File: src/dmat_params.svh
`ifndef DMAT_PARAMS_SVH
`define DMAT_PARAMS_SVH

// register addresses on the special-function register port
`define DMAT_ADDR_CTRL 8'hC8
`define DMAT_ADDR_RLD_LO 8'hCA
`define DMAT_ADDR_RLD_HI 8'hCB
`define DMAT_ADDR_CNT_LO 8'hCC
`define DMAT_ADDR_CNT_HI 8'hCD

// control register field positions
`define DMAT_BIT_HOF 7
`define DMAT_BIT_LOF 6
`define DMAT_BIT_LIEN 5
`define DMAT_BIT_UNUSED_HI 4
`define DMAT_BIT_SPLIT 3
`define DMAT_BIT_RUN 2
`define DMAT_BIT_UNUSED_LO 1
`define DMAT_BIT_XSEL 0

// reset and boundary values
`define DMAT_BYTE_RESET 8'h00
`define DMAT_BYTE_MAX 8'hFF
`define DMAT_WORD_MAX 16'hFFFF
`define DMAT_WORD_ONE 16'h0001
`define DMAT_BYTE_ONE 8'h01

// clock prescaler figures
`define DMAT_SYS_DIV 12
`define DMAT_EXT_DIV 8

`endif

File: src/dmat_pkg.sv
package dmat_pkg;

	// clock source for one count byte
	typedef enum logic [1:0] {
		DMAT_SRC_SYS,
		DMAT_SRC_DIV12,
		DMAT_SRC_EXT8
	} dmat_src_t;

	// operating mode of the counter
	typedef enum logic {
		DMAT_MODE_WIDE,
		DMAT_MODE_SPLIT
	} dmat_mode_t;

endpackage : dmat_pkg

File: src/dmat_tick_gen.sv
`timescale 1ns/100ps
`include "dmat_params.svh"

module dmat_tick_gen
	#(
	parameter int unsigned SYS_DIV = `DMAT_SYS_DIV,
	parameter int unsigned EXT_DIV = `DMAT_EXT_DIV
	)
	(
	input wire logic mclk_i,
	input wire logic rst_n_i,
	input wire logic ext_clk_i,
	output logic div12_tick_o,
	output logic ext8_tick_o
	);

	localparam int unsigned SW = $clog2(SYS_DIV);
	localparam int unsigned EW = $clog2(EXT_DIV);
	localparam logic [SW-1:0] SYS_LAST = SW'(SYS_DIV - 1);
	localparam logic [EW-1:0] EXT_LAST = EW'(EXT_DIV - 1);

	logic [SW-1:0] sys_cnt;
	logic [EW-1:0] ext_cnt;
	logic ext_meta;
	logic ext_sync;
	logic ext_prev;

	// system clock prescaler, one tick per SYS_DIV cycles
	always_ff @(posedge mclk_i or negedge rst_n_i)
	begin
		if (!rst_n_i)
		begin
			sys_cnt <= '0;
			div12_tick_o <= 1'b0;
		end
		else
		begin
			div12_tick_o <= (sys_cnt == SYS_LAST);
			sys_cnt <= (sys_cnt == SYS_LAST) ? '0 : sys_cnt + SW'(1);
		end
	end

	// pin synchroniser; only the second and third stages feed logic
	always_ff @(posedge mclk_i or negedge rst_n_i)
	begin
		if (!rst_n_i)
		begin
			ext_meta <= 1'b0;
			ext_sync <= 1'b0;
			ext_prev <= 1'b0;
		end
		else
		begin
			ext_meta <= ext_clk_i;
			ext_sync <= ext_meta;
			ext_prev <= ext_sync;
		end
	end

	// divide rising edges of the synced pin; ext clock must not outrun mclk
	always_ff @(posedge mclk_i or negedge rst_n_i)
	begin
		if (!rst_n_i)
		begin
			ext_cnt <= '0;
			ext8_tick_o <= 1'b0;
		end
		else
		begin
			ext8_tick_o <= 1'b0;
			if (ext_sync && !ext_prev)
			begin
				ext8_tick_o <= (ext_cnt == EXT_LAST);
				ext_cnt <= (ext_cnt == EXT_LAST) ? '0 : ext_cnt + EW'(1);
			end
		end
	end

endmodule : dmat_tick_gen

File: src/dmat_timer.sv
`timescale 1ns/100ps
`include "dmat_params.svh"

// Function
// count is two software-visible bytes forming one sixteen-bit value
// control bit 3 picks sixteen-bit mode (0) or two eight-bit timers (1)
// sixteen-bit wrap past FFFF reloads count and sets high overflow flag
// with timer interrupt enabled, each sixteen-bit overflow interrupts
// with low interrupt enable too, low-byte wraps also interrupt
// split mode: each half counts and reloads from its own reload byte
// split mode: run bit gates only the high half; low half always counts
// sixteen-bit mode: run bit starts and stops the whole timer
// per-byte select: 1 gives system clock, 0 defers to external select
// external select bit 0: sysclk/12 when 0, external clock/8 when 1
// external clock/8 is synchronised to system clock before counting
// split mode: each half sets its own overflow flag on wrap
// low overflow flag sets on every low-byte wrap in both modes
// split mode: high half interrupts; with low enable, either half does
// overflow flags never clear by hardware, only by software writing zero
// software reads both flags to find the source and clears them
// software should keep low interrupt enable clear in sixteen-bit mode
// control bits 4 and 1 read zero and ignore writes
// reload value held in two writable reload bytes
// count bytes are readable and writable in both modes
// interrupt level while high flag, or low flag with low enable, is set
// hardware flag set beats a same-cycle software clear
module dmat_timer
	import dmat_pkg::*;
	#(
	parameter int unsigned SYS_DIV = `DMAT_SYS_DIV,
	parameter int unsigned EXT_DIV = `DMAT_EXT_DIV
	)
	(
	input wire logic mclk_i,
	input wire logic rst_n_i,
	input wire logic [7:0] sfr_addr_i,
	input wire logic sfr_wr_i,
	input wire logic [7:0] sfr_wdata_i,
	input wire logic sfr_bit_wr_i,
	input wire logic [2:0] sfr_bit_pos_i,
	input wire logic sfr_bit_val_i,
	input wire logic timer_irq_enable_i,
	input wire logic high_byte_clock_select_i,
	input wire logic low_byte_clock_select_i,
	input wire logic ext_clk_i,
	output logic [7:0] sfr_rdata_o,
	output logic irq_o
	);

	// control register fields
	logic high_overflow_flag;
	logic low_overflow_flag;
	logic low_byte_irq_enable;
	logic split_mode_select;
	logic run_control;
	logic external_source_select;

	// data registers
	logic [7:0] count_low_byte;
	logic [7:0] count_high_byte;
	logic [7:0] reload_low_byte;
	logic [7:0] reload_high_byte;

	// prescaled ticks
	logic div12_tick;
	logic ext8_tick;

	// derived control
	dmat_mode_t mode;
	dmat_src_t src_lo;
	dmat_src_t src_hi;
	logic tick_lo;
	logic tick_hi;
	logic [7:0] ctrl_now;
	logic [7:0] ctrl_wdata;
	logic ctrl_we;
	logic we_rld_lo;
	logic we_rld_hi;
	logic we_cnt_lo;
	logic we_cnt_hi;
	logic step_lo;
	logic step_hi;
	logic wrap_lo;
	logic wrap_hi;
	logic [7:0] next_count_low_byte;
	logic [7:0] next_count_high_byte;

	dmat_tick_gen
		#(
		.SYS_DIV(SYS_DIV),
		.EXT_DIV(EXT_DIV)
		)
	dmat_tick_gen_inst
		(
		.mclk_i(mclk_i),
		.rst_n_i(rst_n_i),
		.ext_clk_i(ext_clk_i),
		.div12_tick_o(div12_tick),
		.ext8_tick_o(ext8_tick)
		);

	// select a clock source; wide mode takes the low-byte select only
	function automatic dmat_src_t pick_src(input logic sys_sel,
		input logic xsel);
		if (sys_sel)
			return DMAT_SRC_SYS;
		else if (xsel)
			return DMAT_SRC_EXT8;
		else
			return DMAT_SRC_DIV12;
	endfunction : pick_src

	function automatic logic src_tick(input dmat_src_t src,
		input logic t12, input logic t8);
		unique case (src)
			DMAT_SRC_SYS: return 1'b1;
			DMAT_SRC_DIV12: return t12;
			DMAT_SRC_EXT8: return t8;
			default: return 1'b0;
		endcase
	endfunction : src_tick

	// mode and per-byte tick selection
	always_comb
	begin
		mode = split_mode_select ? DMAT_MODE_SPLIT : DMAT_MODE_WIDE;
		src_lo = pick_src(low_byte_clock_select_i, external_source_select);
		// high select is ignored outside split mode
		if (mode == DMAT_MODE_SPLIT)
			src_hi = pick_src(high_byte_clock_select_i,
				external_source_select);
		else
			src_hi = src_lo;
		tick_lo = src_tick(src_lo, div12_tick, ext8_tick);
		tick_hi = src_tick(src_hi, div12_tick, ext8_tick);
	end

	// current control byte; unused bits are always zero
	always_comb
	begin
		ctrl_now = `DMAT_BYTE_RESET;
		ctrl_now[`DMAT_BIT_HOF] = high_overflow_flag;
		ctrl_now[`DMAT_BIT_LOF] = low_overflow_flag;
		ctrl_now[`DMAT_BIT_LIEN] = low_byte_irq_enable;
		ctrl_now[`DMAT_BIT_SPLIT] = split_mode_select;
		ctrl_now[`DMAT_BIT_RUN] = run_control;
		ctrl_now[`DMAT_BIT_XSEL] = external_source_select;
	end

	// write decode; a bit write edits one bit of the live control byte
	always_comb
	begin
		ctrl_we = (sfr_addr_i == `DMAT_ADDR_CTRL) &&
			(sfr_wr_i || sfr_bit_wr_i);
		ctrl_wdata = sfr_wdata_i;
		if (sfr_bit_wr_i)
		begin
			ctrl_wdata = ctrl_now;
			ctrl_wdata[sfr_bit_pos_i] = sfr_bit_val_i;
		end
		we_rld_lo = sfr_wr_i && (sfr_addr_i == `DMAT_ADDR_RLD_LO);
		we_rld_hi = sfr_wr_i && (sfr_addr_i == `DMAT_ADDR_RLD_HI);
		we_cnt_lo = sfr_wr_i && (sfr_addr_i == `DMAT_ADDR_CNT_LO);
		we_cnt_hi = sfr_wr_i && (sfr_addr_i == `DMAT_ADDR_CNT_HI);
	end

	// counting: which bytes advance, and where they wrap
	always_comb
	begin
		next_count_low_byte = count_low_byte;
		next_count_high_byte = count_high_byte;
		step_lo = 1'b0;
		step_hi = 1'b0;
		wrap_lo = 1'b0;
		wrap_hi = 1'b0;
		if (mode == DMAT_MODE_WIDE)
		begin
			// one sixteen-bit counter, gated as a whole
			step_lo = run_control && tick_lo;
			step_hi = step_lo;
			if (step_lo)
			begin
				wrap_lo = (count_low_byte == `DMAT_BYTE_MAX);
				if ({count_high_byte, count_low_byte} == `DMAT_WORD_MAX)
				begin
					wrap_hi = 1'b1;
					next_count_high_byte = reload_high_byte;
					next_count_low_byte = reload_low_byte;
				end
				else
				begin
					{next_count_high_byte, next_count_low_byte} =
						{count_high_byte, count_low_byte} +
						`DMAT_WORD_ONE;
				end
			end
		end
		else
		begin
			// low half free-running, high half under run control
			step_lo = tick_lo;
			step_hi = run_control && tick_hi;
			if (step_lo)
			begin
				wrap_lo = (count_low_byte == `DMAT_BYTE_MAX);
				next_count_low_byte = wrap_lo ? reload_low_byte :
					count_low_byte + `DMAT_BYTE_ONE;
			end
			if (step_hi)
			begin
				wrap_hi = (count_high_byte == `DMAT_BYTE_MAX);
				next_count_high_byte = wrap_hi ? reload_high_byte :
					count_high_byte + `DMAT_BYTE_ONE;
			end
		end
	end

	// count bytes; a software write to a byte beats its own increment
	always_ff @(posedge mclk_i or negedge rst_n_i)
	begin
		if (!rst_n_i)
		begin
			count_low_byte <= `DMAT_BYTE_RESET;
			count_high_byte <= `DMAT_BYTE_RESET;
		end
		else
		begin
			count_low_byte <= we_cnt_lo ? sfr_wdata_i :
				next_count_low_byte;
			count_high_byte <= we_cnt_hi ? sfr_wdata_i :
				next_count_high_byte;
		end
	end

	// reload bytes, software written only
	always_ff @(posedge mclk_i or negedge rst_n_i)
	begin
		if (!rst_n_i)
		begin
			reload_low_byte <= `DMAT_BYTE_RESET;
			reload_high_byte <= `DMAT_BYTE_RESET;
		end
		else
		begin
			if (we_rld_lo)
				reload_low_byte <= sfr_wdata_i;
			if (we_rld_hi)
				reload_high_byte <= sfr_wdata_i;
		end
	end

	// plain control fields; bits 4 and 1 have no storage
	always_ff @(posedge mclk_i or negedge rst_n_i)
	begin
		if (!rst_n_i)
		begin
			low_byte_irq_enable <= 1'b0;
			split_mode_select <= 1'b0;
			run_control <= 1'b0;
			external_source_select <= 1'b0;
		end
		else if (ctrl_we)
		begin
			low_byte_irq_enable <= ctrl_wdata[`DMAT_BIT_LIEN];
			split_mode_select <= ctrl_wdata[`DMAT_BIT_SPLIT];
			run_control <= ctrl_wdata[`DMAT_BIT_RUN];
			external_source_select <= ctrl_wdata[`DMAT_BIT_XSEL];
		end
	end

	// sticky overflow flags; hardware set wins so no wrap is lost
	always_ff @(posedge mclk_i or negedge rst_n_i)
	begin
		if (!rst_n_i)
		begin
			high_overflow_flag <= 1'b0;
			low_overflow_flag <= 1'b0;
		end
		else
		begin
			if (wrap_hi)
				high_overflow_flag <= 1'b1;
			else if (ctrl_we)
				high_overflow_flag <= ctrl_wdata[`DMAT_BIT_HOF];
			if (wrap_lo)
				low_overflow_flag <= 1'b1;
			else if (ctrl_we)
				low_overflow_flag <= ctrl_wdata[`DMAT_BIT_LOF];
		end
	end

	// interrupt level, one cycle behind the flags
	always_ff @(posedge mclk_i or negedge rst_n_i)
	begin
		if (!rst_n_i)
			irq_o <= 1'b0;
		else
			irq_o <= timer_irq_enable_i && (high_overflow_flag ||
				(low_overflow_flag && low_byte_irq_enable));
	end

	// registered read data; unmapped addresses return zero
	always_ff @(posedge mclk_i or negedge rst_n_i)
	begin
		if (!rst_n_i)
			sfr_rdata_o <= `DMAT_BYTE_RESET;
		else
		begin
			unique case (sfr_addr_i)
				`DMAT_ADDR_CTRL: sfr_rdata_o <= ctrl_now;
				`DMAT_ADDR_RLD_LO: sfr_rdata_o <= reload_low_byte;
				`DMAT_ADDR_RLD_HI: sfr_rdata_o <= reload_high_byte;
				`DMAT_ADDR_CNT_LO: sfr_rdata_o <= count_low_byte;
				`DMAT_ADDR_CNT_HI: sfr_rdata_o <= count_high_byte;
				default: sfr_rdata_o <= `DMAT_BYTE_RESET;
			endcase
		end
	end

endmodule : dmat_timer

File: config.mk
export PLATFORM = sky130hd
export DESIGN_NAME = dmat_timer
export DESIGN_NICKNAME = d
export VERILOG_FILES = /design/src/dmat_pkg.sv /design/src/dmat_tick_gen.sv /design/src/dmat_timer.sv
export VERILOG_INCLUDE_DIRS = /design/src /design/src/src
export SDC_FILE = /design/constraint.sdc
export NUM_CORES = 1
export LEC_CHECK = 0
export ABC_CLOCK_PERIOD_IN_PS = 2800
export CORE_UTILIZATION = 55
export DETAILED_ROUTE_END_ITERATION = 16
export DONT_BUFFER_PORTS = 1
export GPL_ROUTABILITY_DRIVEN = 0
export GPL_TIMING_DRIVEN = 1
export PLACE_DENSITY = 0.74
export SLEW_MARGIN = 20
export SYNTH_ARGS = -nofsm -noshare
export SYNTH_HDL_FRONTEND = slang
export SYNTH_HIERARCHICAL = 1
export SYNTH_SLANG_ARGS = --single-unit
File: constraint.sdc
create_clock -name mclk_i -period 2.8 [get_ports mclk_i]
set_input_delay 0.56 -clock mclk_i [delete_from_list [all_inputs] [get_ports mclk_i]]
set_output_delay 0.56 -clock mclk_i [all_outputs]
set_load 0.02 [all_outputs]
* Word-level counts from Yosys, hierarchy flattened
Index checks and enable logic that the tools add are counted.
W data, S select, Z words.
** Word-level totals
- Logic and storage cells :: 102
- Output and inout port bits :: 9
- Bits in writable memories :: 0
- Latch bits :: 0
- ROM bits :: 0
- Memories kept :: 0
- Input port bits :: 28
- Flip-flop bits (word level) :: 59
** Cells by class
- Equality and inequality tests :: 16
- Divide/modulo/power cells :: 0
- Multiplexer cells :: 38
- Add/sub/neg operators :: 5
- Reduce and logical (&&, ||, !) cells :: 22
- Multiply operators :: 0
- Bitwise gates (word level) :: 0
- Shifts and indexed selects :: 0
- Magnitude comparators :: 2
** Operator list (count)
- $mux W8 :: 13
- $eq A8 B8 Y1 const B :: 7
- $pmux W8 S5 :: 1
- $add A16 B1 Y16 const B :: 1
- $add A8 B1 Y8 const B :: 2
- $eq A16 B16 Y1 const B :: 1
- $mux W1 :: 14
- $logic_and A1 B1 Y1 :: 11
- $bwmux W8 :: 1
- $mux W2 :: 4
- $ne A3 B1 Y1 const B :: 2
- $pmux W1 S3 :: 2
- $reduce_bool A3 Y1 :: 2
- $add A4 B1 Y4 const B :: 1
- $eq A2 B1 Y1 const B :: 2
- $eq A2 B2 Y1 const B :: 2
- $eq A4 B4 Y1 const B :: 1
- $logic_not A2 Y1 :: 2
- $lt A3 B4 Y1 const B :: 1
- $mux W4 :: 1
- $reduce_and A2 Y1 :: 2
- $reduce_bool A2 Y1 :: 2
- $add A3 B1 Y3 const B :: 1
- $demux W1 S3 :: 1
- 5 further kinds :: 6

* Depth between registers and ports, before layout
Gate-level depths: netlist (run 1).
- Depth after elaboration :: 9
- Gate-level depth with buffers :: 7
- Mapped depth without buffers :: 6

* By module
The synthesis (run 1) kept the hierarchy.
** Modules (own cells, without submodules)
- dmat_timer :: sequential area each 1176.1 µm², cells an instance 305, area an instance 2982.9 µm², instances 1
- dmat_tick_gen :: sequential area each 300.3 µm², cells an instance 31, area an instance 478.0 µm², instances 1

* Least setup slack after synthesis (run 1)
Ideal clock, no wire load.
- Kind :: in2reg
- Start :: in sfr_addr_i[5]
- End :: reg reload_high_byte[0]
- Slack :: 748 ps
- Path buffers :: 1
- Required time :: 2672 ps
- Arrival :: 1925 ps
- Setup time :: 128 ps
- Stages on the path :: 6
- Path through :: or3b_1 > buf_2 > nor2_2 > nand3b_2 > nor2_4 > mux2_1
** Between the ends
- Word-level cells in the longest chain between the ends :: 2
** Ends and longest elaborated chain
- start: declaration :: RTL line dmat_timer.sv:36 : input wire logic [7:0] sfr_addr_i,
- $eq A8 B8 Y1
- $logic_and A1 B1 Y1 :: RTL line dmat_timer.sv:162 : we_rld_hi = sfr_wr_i && (sfr_addr_i == `DMAT_ADDR_RLD_HI);
- end signal: assignment :: RTL line dmat_timer.sv:241 : reload_high_byte <= `DMAT_BYTE_RESET;
- end signal: assignment :: RTL line dmat_timer.sv:248 : reload_high_byte <= sfr_wdata_i;
- end: declaration :: RTL line dmat_timer.sv:62 : logic [7:0] reload_high_byte;
No other way between the ends.
A chain may end at the register's enable or synchronous reset.

* Final worst setup path (run 1)
- Start :: reg count_high_byte[0]
- End :: reg count_low_byte[2]
** Between the ends
- Word-level cells in the longest chain between the ends :: 5
** Ends and longest elaborated chain
- start: declaration :: RTL line dmat_timer.sv:60 : logic [7:0] count_high_byte;
- start signal: assignment :: RTL line dmat_timer.sv:224 : count_high_byte <= `DMAT_BYTE_RESET;
- start signal: assignment :: RTL line dmat_timer.sv:230 : count_high_byte <= we_cnt_hi ? sfr_wdata_i :
- $eq A16 B16 Y1 (no line)
- $mux W8 :: RTL line dmat_timer.sv:184 : if ({count_high_byte, count_low_byte} == `DMAT_WORD_MAX)
- $mux W8 :: RTL line dmat_timer.sv:181 : if (step_lo)
- $mux W8 :: RTL line dmat_timer.sv:176 : if (mode == DMAT_MODE_WIDE)
- $mux W8 :: RTL line dmat_timer.sv:228 : count_low_byte <= we_cnt_lo ? sfr_wdata_i :
- end signal: assignment :: RTL line dmat_timer.sv:223 : count_low_byte <= `DMAT_BYTE_RESET;
- end signal: assignment :: RTL line dmat_timer.sv:228
- end: declaration :: RTL line dmat_timer.sv:59 : logic [7:0] count_low_byte;
No other way between the ends. The select of a mux whose other input is x is not followed.

==> results of run 1 <==
==> synthesized netlist by cell type (all sizes together) (3+ instances only) <==
master,number
a211o,3
a21oi,20
a222oi,6
a22oi,6
a31oi,3
and3,6
buf,12
clkbuf,5
dfrtp,59
ha,5
inv,4
mux2,29
mux2i,14
nand2,28
nand2b,5
nand3,11
nand3b,3
nand4,5
nor2,19
nor2b,4
nor3,7
nor4,5
o211ai,3
o21ai,19
o22ai,10
o31ai,8
or3,3
xnor2,3
xor2,3
==> repair_timing <==
action                                  4_1_cts  5_1_grt
endpoints found under the hold margin        59        0
hold buffers                                  1        0
endpoints found under the setup margin        0        0
==> path summary, 6_finish.rpt <==
kind	start	end	slack [ps]	cells after the start
min in group mclk_i	ext_clk_i	dmat_tick_gen_inst/ext_meta	240	0
setup / recovery	count_high_byte[0]	count_low_byte[2]	520	7
setup reg to reg	count_high_byte[0]	count_low_byte[2]	520	7
max in group asynchronous	rst_n_i	sfr_rdata_o[1]	2460	1
hold reg to reg	dmat_tick_gen_inst/ext_meta	dmat_tick_gen_inst/ext_sync	350	0
hold / removal	rst_n_i	high_overflow_flag	70	1
==> stage by stage <==
step                instances  worst slack [ps]  hold WS [ps]  utilization
floorplan                 336               748           264            -
global placement          397               558           265        0.583
detailed placement        397               541           265        0.583
CTS                       414               593          88.7        0.629
global route              414               458          85.6        0.629
finish                    414               515          71.0        0.629
==> where the power goes <==
group	internal (W)	switching, W
registers	0.000913	0.0000783
clock network	0.000598	0.000366
logic	0.000131	0.000103
==> kinds of logic (layout without fill, tap and decap cells) <==
family,Yosys count,after routing,share of synthesized area
xor gates and xnor gates,6,6,0.0152
DFF,59,59,0.427
adders and majority gates,5,5,0.0181
muxes,43,43,0.138
buffers and inverters,21,24,0.0289
AOI/OAI and AO/OA,94,94,0.185
and+or+nand+nor,108,108,0.188
==> final cells by class <==
type,instances,area [um2],share of cell area
clock buffer,9,124,0.0329
clock inverter,7,124,0.0329
inverter,4,15.0,0.00399
multi-input combinational,256,1880,0.500
sequential,59,1480,0.392
tap,75,93.8,0.0249
timing repair buffer,4,50.0,0.0133
==> sequential cells by signal (all words and copies together), names as in the netlist, 3 cells and up <==
signal,cells
count_high_byte,8
count_low_byte,8
dmat_tick_gen_inst/ext_cnt,3
dmat_tick_gen_inst/sys_cnt,4
reload_high_byte,8
reload_low_byte,8
sfr_rdata_o,8
==> per-layer routing <==
metal | vias to the layer above | global-route usage | wire length, um
met2 | 134 | 0.428 | 3780
li1 | 1279 | - | -
met4 | 0 | 0.100 | 166
met5 | - | 0 | 0
met1 | 1396 | 0.367 | 3580
met3 | 21 | 0.0674 | 670
==> qor.txt, run 1 <==
status -> completed
Worst Setup End Kind -> flip-flop
synth-to-layout area growth -> 8.86%
Post-layout nets -> 367
setup TNS -> 0 ps
vias per inst -> 6.84
Post-Syn Instances -> 336
GRT Util Overall -> 0.274
Post-Syn Nets -> 369
leakage power -> 1.61 nW
CTS buffer count -> 9
grt ovf -> 0
DRC Markers -> 0
VDD IR max -> 422 uV
slew margin rel. -> 0.487
Initial DRT Pass Iterations -> 14
Chip Height -> 81.3 um
Hold WC Path Type -> primary input to async pin
drt first-iter violations -> 270
crit-path max FO -> 13
Cell Rows -> 28
Crit path largest cell delay -> 520 ps
final hold vios -> 0
EDFF count, synth -> 0
Finished Cell Area -> 3770 um2
Final min period -> 2280 ps
initial antenna violation count -> 0
Final ANT Viol Nets -> 0
Initial Util -> 0.578
commonest non-fill, non-tap cell in the layout -> dfrtp_1
Setup Skew -> 8.00 ps
CTS max path bufs -> 2
slowest CP cell -> dfrtp_1
worst skew pair latency -> 340 ps
Max Cap Viol -> 0
vias in the first global route -> 2615
RSZ-0062 raised after global routing -> false
Final setup viols -> 0
I/O Buffers -> 0
dpl cell area -> 3490 um2
H-tree Lvls -> 3
pin count of the biggest net entering global routing -> 60
post-CTS setup buffers -> 0
Top delay family on crit path -> compound AO/OA/AOI/OAI gates
PD cells -> 581 nW/um2
critical path type -> flip-flop to flip-flop
commonest cells after routing, fill and taps aside -> 59 x dfrtp_1, 26 x nand2_1, 19 x a21oi_1
Worst-Margin Slew -> 768 ps
fmax -> 438 MHz
overall power -> 0.00219 W
# clock sinks -> 59
Period Utilization, post-route -> 0.816
CP Data Arrival Time -> 2510 ps
main area contributors after synthesis -> dfrtp_1 43%, mux2_1 5.9%, mux2i_1 4.0%
Worst Path Required -> 3020 ps
CP Launch Type -> flip-flop
Die Wd -> 81.3 um
sequential area share after synthesis -> 0.427
Synth Cell Area -> 3460 um2
via count -> 2830
share of cells above drive strength 1 -> 0.159
total die area -> 6610 um2
worst path cell trace -> ha_1 -> nand4_1 -> nor2_1 -> buf_4 -> o21a_1 -> a21oi_1 -> o31ai_1
top_reg_cell synth -> dfrtp_1
Final Max Slew Viols -> 0
area leader, netlist -> dfrtp_1
area share of the largest cell type after synthesis -> 0.427
Yosys reg bits -> 59
synthesized area per cell -> 10.3 um2
Routed WL -> 8.19 mm
CP bufs+invs -> 1
TritonCTS clock tree -> done
asr flop ratio synth -> 1.00
core area -> 5990 um2
IO Pins -> 37
Yosys warnings -> 6
filler instances -> 491
Synth cell types -> 69
wire per inst -> 19.8 um
first-pass GRT wire length -> 13.2 mm
post-CTS sizing -> 0
Clk pin slew, worst setup/hold paths -> 80 ps
Root Buffer -> clkbuf_8
Post-DP HPWL -> 5.94 mm
ant diodes -> 0
No activity file was read; power rests on OpenSTA's default activity.
==> run 2: changes to the inputs <==
Settings changed: ABC_AREA set to 1, ABC_CLOCK_PERIOD_IN_PS 2800 to 1850, PLACE_DENSITY 0.74 to 0.77.
Clock period 2.8 ns to 1.85 ns, I/O delays scaled along.
==> run 2 against run 1 <==
Net effect:
- sequential cell count did not move
- maximum frequency rose by 33%
- via count rose by 31%
- largest cell class unchanged
- worst hold slack got worse by 39 ps
- largest power group unchanged
- global-route usage rose by 4.1 points
- clock power rose by 41%
- cell count rose by 47%
- core utilization rose by 0.064 points
- first-iteration DRC count rose by 87%
- non-clock buffer count rose by 2
- critical path type unchanged
==> qor.txt, run 2 <==
status -> completed
area share of the largest cell type after synthesis -> 0.403
CTS buffer count -> 9
VDD IR max -> 722 uV
Clk pin slew, worst setup/hold paths -> 80 ps
Post-Syn Instances -> 516
Die Wd -> 83.6 um
Post-Syn Nets -> 549
slowest CP cell -> dfrtp_2
Initial Util -> 0.574
area leader, netlist -> dfrtp_1
asr flop ratio synth -> 1.00
fmax -> 581 MHz
Cell Rows -> 29
worst skew pair latency -> 360 ps
CP Data Arrival Time -> 1970 ps
Yosys warnings -> 6
I/O Buffers -> 0
commonest cells after routing, fill and taps aside -> 144 x nand2_1, 70 x inv_1, 57 x dfrtp_1
H-tree Lvls -> 3
Routed WL -> 10.5 mm
Crit path largest cell delay -> 460 ps
Worst Setup End Kind -> flip-flop
initial antenna violation count -> 0
EDFF count, synth -> 0
vias per inst -> 6.09
CTS max path bufs -> 2
IO Pins -> 37
slew margin rel. -> 0.684
synthesized area per cell -> 7.10 um2
synth-to-layout area growth -> 9.73%
Chip Height -> 83.6 um
DRC Markers -> 0
grt ovf -> 0
GRT Util Overall -> 0.315
commonest non-fill, non-tap cell in the layout -> nand2_1
Synth cell types -> 35
filler instances -> 537
TritonCTS clock tree -> done
Final Max Slew Viols -> 0
total die area -> 6990 um2
vias in the first global route -> 3544
top_reg_cell synth -> dfrtp_1
Post-DP HPWL -> 7.48 mm
final hold vios -> 0
post-CTS setup buffers -> 0
Worst path most repeated cell -> nand2_2
Synth Cell Area -> 3660 um2
pre-CTS setup slack -> 59.2 ps
Worst-Margin Slew -> 472 ps
via count -> 3705
share of cells above drive strength 1 -> 0.111
leakage power -> 2.01 nW
Final min period -> 1720 ps
Setup Skew -> 9.74 ps
drt first-iter violations -> 506
sequential area share after synthesis -> 0.403
Synth top cells by count -> 144 x nand2_1, 70 x inv_1, 59 x dfrtp_1
Root Buffer -> clkbuf_8
Final setup viols -> 0
Final ANT Viol Nets -> 0
# clock sinks -> 59
Hold WC Path Type -> primary input to flip-flop
setup TNS -> 0 ps
Initial DRT Pass Iterations -> 6
pin count of the biggest net entering global routing -> 60
worst path cell trace -> ha_2 -> nand2_2 -> nor2_4 -> nand2_2 -> inv_2 -> o21ai_2 -> nand3_1 -> o21ai_0 -> o21ai_1
critical path type -> flip-flop to flip-flop
core area -> 6390 um2
Worst Path Required -> 2100 ps
main area contributors after synthesis -> dfrtp_1 40%, nand2_1 15%, inv_1 7.2%
ant diodes -> 0
Post-layout nets -> 559
first-pass GRT wire length -> 17.1 mm
Final WS setup -> 127 ps
overall power -> 0.00430 W
RSZ-0062 raised after global routing -> false
Period Utilization, post-route -> 0.931
most common cell in the synthesized netlist -> nand2_1
Max Cap Viol -> 0
crit-path max FO -> 6
Yosys reg bits -> 59
CP Launch Type -> flip-flop
wire per inst -> 17.2 um
PD cells -> 1070 nW/um2
-- run 2: layer usage --
layer / vias up / GRT usage / wire length [um] / share of wire
met2: 271 / 0.468 / 4600 / 0.44
met1: 1682 / 0.421 / 4100 / 0.39
met4: 0 / 0.162 / 472 / 0.045
met5: - / 0 / 0 / 0
li1: 1694 / - / - / -
met3: 58 / 0.0880 / 1290 / 0.12
-- run 2: area by class of cell --
cell class	instances	area [um2]	share of cell area
tap	77	96.3	0.0240
multi-input combinational	370	1850	0.461
clock buffer	9	124	0.0308
inverter	80	300	0.0747
sequential	59	1480	0.368
clock inverter	7	101	0.0252
timing repair buffer	6	67.6	0.0168
-- run 2: worst paths after layout --
path	from	endpoint	slack, ps	cells past startpoint
max in group asynchronous	rst_n_i	count_high_byte[0]	1010	2
worst min register to register	dmat_tick_gen_inst/ext_meta	dmat_tick_gen_inst/ext_sync	350	0
worst max-delay path	count_high_byte[0]	count_low_byte[3]	130	9
min in group asynchronous	rst_n_i	reload_low_byte[4]	560	2
worst max register to register	count_high_byte[0]	count_low_byte[3]	130	9
worst min-delay path	ext_clk_i	dmat_tick_gen_inst/ext_meta	30	0
-- run 2: where the power goes --
group | internal, W | switching (W) | leakage [nW]
sequential | 0.00150 | 0.000296 | 0.754
combinational | 0.000410 | 0.000733 | 1.15
clock | 0.000766 | 0.000595 | 0.106
-- run 2: timing repair --
item                                    CTS  global route
hold buffers                              2             0
gates resized for setup                   0             4
endpoints found under the setup margin    0            14
hold endpoints to repair                 59             0
-- run 2: logic make-up (layout without fill, tap and decap cells) --
group / after synthesis / after routing / synth area share
adder cells (fa/ha/maj): 5 / 5 / 0.0171
XOR/XNOR: 5 / 5 / 0.0120
buffers and inverters: 87 / 102 / 0.0922
flip-flops: 59 / 59 / 0.403
AO/OA/AOI/OAI: 101 / 101 / 0.152
AND/OR/NAND/NOR: 259 / 259 / 0.323
-- run 2: stage by stage --
step | hold slack [ps] | cells | instance area [um2] | utilization
floorplan | 74.4 | 516 | 3660 | -
global placement | 75.5 | 590 | 3750 | 0.588
detailed placement | 75.5 | 590 | 3750 | 0.588
CTS | 25.0 | 608 | 4020 | 0.629
global route | 17.7 | 608 | 4020 | 0.630
finish | 32.0 | 608 | 4020 | 0.630
-- run 2: critical path: cells and delay by family (launching register included) --
family	cells	cell delay, ps
DFF	1	460
adders and majority gates	1	240
and+or+nand+nor	4	420
buffers and inverters	1	90
AOI/OAI and AO/OA	3	390
==> run 3: changes to the inputs <==
Settings changed: ABC_AREA 1 to not set.
==> run 3 against run 2 <==
Net effect:
- the run now ends with setup timing left
- routed wire length fell by 7.0%
- non-clock buffer count up 45
- clock skew grew 0.62 ps
- die area fell by 5.4%
- first-iteration DRC count is 31% lower
- maximum frequency fell by 8.7%
- largest cell class unchanged
==> qor.txt, run 3 (same netlist as run 1, synthesis figures left out) <==
Finished Cell Area -> 4180 um2
crit-path max FO -> 6
Final WS setup -> -37.0 ps
TritonCTS clock tree -> done
Max Cap Viol -> 0
status -> complete, but fails checks
hold path cells -> 0
synth-to-layout area growth -> 20.9%
wire per inst -> 21.2 um
# clock sinks -> 59
Non-Filler Instances -> 459
grt ovf -> 0
core area -> 5990 um2
vias per inst -> 6.78
Final min period -> 1890 ps
Clk pin slew, worst setup/hold paths -> 70 ps
pin count of the biggest net entering global routing -> 60
Post-layout nets -> 414
CTS max path bufs -> 2
CP Data Arrival Time -> 2170 ps
final hold vios -> 0
crit path from -> count_low_byte[3]
leakage power -> 1.86 nW
Initial DRT Pass Iterations -> 8
ant diodes -> 0
Worst Setup End Kind -> flip-flop
Period Utilization, post-route -> 1.02
Die Wd -> 81.3 um
fmax -> 530 MHz
Worst Path Required -> 2130 ps
Chip Height -> 81.3 um
Post-DP HPWL -> 6.80 mm
worst skew pair latency -> 350 ps
RSZ-0062 raised after global routing -> true
DRC Markers -> 0
critical path type -> flip-flop to flip-flop
Cell Rows -> 28
CP Launch Type -> flip-flop
failing checks -> setup timing
share of cells above drive strength 1 -> 0.297
H-tree Lvls -> 3
drt first-iter violations -> 350
Final ANT Viol Nets -> 0
VDD IR max -> 535 uV
I/O Buffers -> 0
Worst-Margin Slew -> 494 ps
Initial Util -> 0.578
hold wc startpoint -> ext_clk_i
Root Buffer -> clkbuf_8
R2R Path Start -> count_low_byte[3]
dpl cell area -> 3770 um2
IO Pins -> 37
Final Max Slew Viols -> 0
CTS buffer count -> 9
Final setup viols -> 2
initial antenna violation count -> 0
commonest cells after routing, fill and taps aside -> 59 x dfrtp_1, 45 x buf_4, 26 x nand2_1
Routed WL -> 9.73 mm
total die area -> 6610 um2
Setup Skew -> 10.4 ps
pre-CTS setup slack -> -101 ps
Hold WC Path Type -> primary input to flip-flop
commonest non-fill, non-tap cell in the layout -> dfrtp_1
via count -> 3111
PD cells -> 750 nW/um2
first-pass GRT wire length -> 14.6 mm
vias in the first global route -> 2905
Placed Cells -> 434
worst r2r path cells -> 6
GRT Util Overall -> 0.307
slew margin rel. -> 0.670
-- run 3: cell count changes in the layout (fill, tap and decap cells not counted), moves of 9 or more --
| cell | previous run | this run |
|---|---|---|
| mux2_1 | 0 | 17 |
| nand2_1 | 144 | 26 |
| nand3_1 | 42 | 9 |
| buf_4 | 4 | 45 |
| o21ai_0 | 44 | 13 |
| inv_2 | 9 | 0 |
| inv_1 | 70 | 4 |
| mux2i_1 | 0 | 13 |
| nor2_1 | 38 | 12 |
-- run 3: worst max-delay path, stage by stage (launching register included) --
cell,delay (ps)
dfrtp_1,480
nand3_2,120
buf_4,170
nor4_1,450
xnor2_1,170
a211o_1,310
a21oi_1,120
-- run 3: timing repair --
| action | CTS | global route |
|---|---|---|
| hold endpoints to repair | 59 | 0 |
| setup buffers | 0 | 8 |
| hold buffers | 2 | 0 |
| setup endpoints to repair | 1 | 12 |
| gates resized for setup | 1 | 24 |
| pin swaps | 1 | 13 |
| cloned | 0 | 1 |
-- run 3: final cells by class --
| type | count | area [um2] |
|---|---|---|
| multi-input combinational | 256 | 1980 |
| fill | 401 | 1810 |
| sequential | 59 | 1480 |
| timing repair buffer | 51 | 414 |
| clock buffer | 12 | 165 |
| tap | 75 | 93.8 |
| clock inverter | 2 | 35.0 |
| inverter | 4 | 15.0 |
-- run 3: metal layers --
layer  vias up  global-route usage  share of wire
met5         -                   0              0
met2       202               0.485           0.48
met4         0               0.141          0.042
met3        43               0.104          0.092
met1      1493               0.376           0.39
li1       1373                   -              -
-- run 3: final timing paths --
path                            slack (ps)                     endpoint
worst max-delay path                   -40           count_high_byte[3]
worst min-delay path                    50  dmat_tick_gen_inst/ext_meta
worst max register to register         -40           count_high_byte[3]
worst min register to register         350  dmat_tick_gen_inst/ext_sync
max in group asynchronous             1020           count_high_byte[0]
min in group asynchronous              570           count_high_byte[7]
-- run 3: where the power goes --
group | leakage, nW | internal, W | switching (W)
Clock | 0.104 | 0.000714 | 0.000479
Combinational | 0.968 | 0.000250 | 0.000226
Sequential | 0.785 | 0.00138 | 0.0000836
Total | 1.86 | 0.00235 | 0.000789
-- run 3: metrics by stage --
stage | hold slack [ps] | total power [W] | setup TNS, ps | util
4_1_cts | 36.3 | 0.00313 | 0 | 0.670
5_1_grt | 32.1 | 0.00327 | -469 | 0.698
2_1_floorplan | 74.4 | 0.00178 | 0 | -
3_5_place_dp | 75.5 | 0.00190 | -1540 | 0.629
6_report | 50.0 | 0.00314 | -40.7 | 0.698
3_3_place_gp | 75.4 | 0.00186 | -698 | 0.629
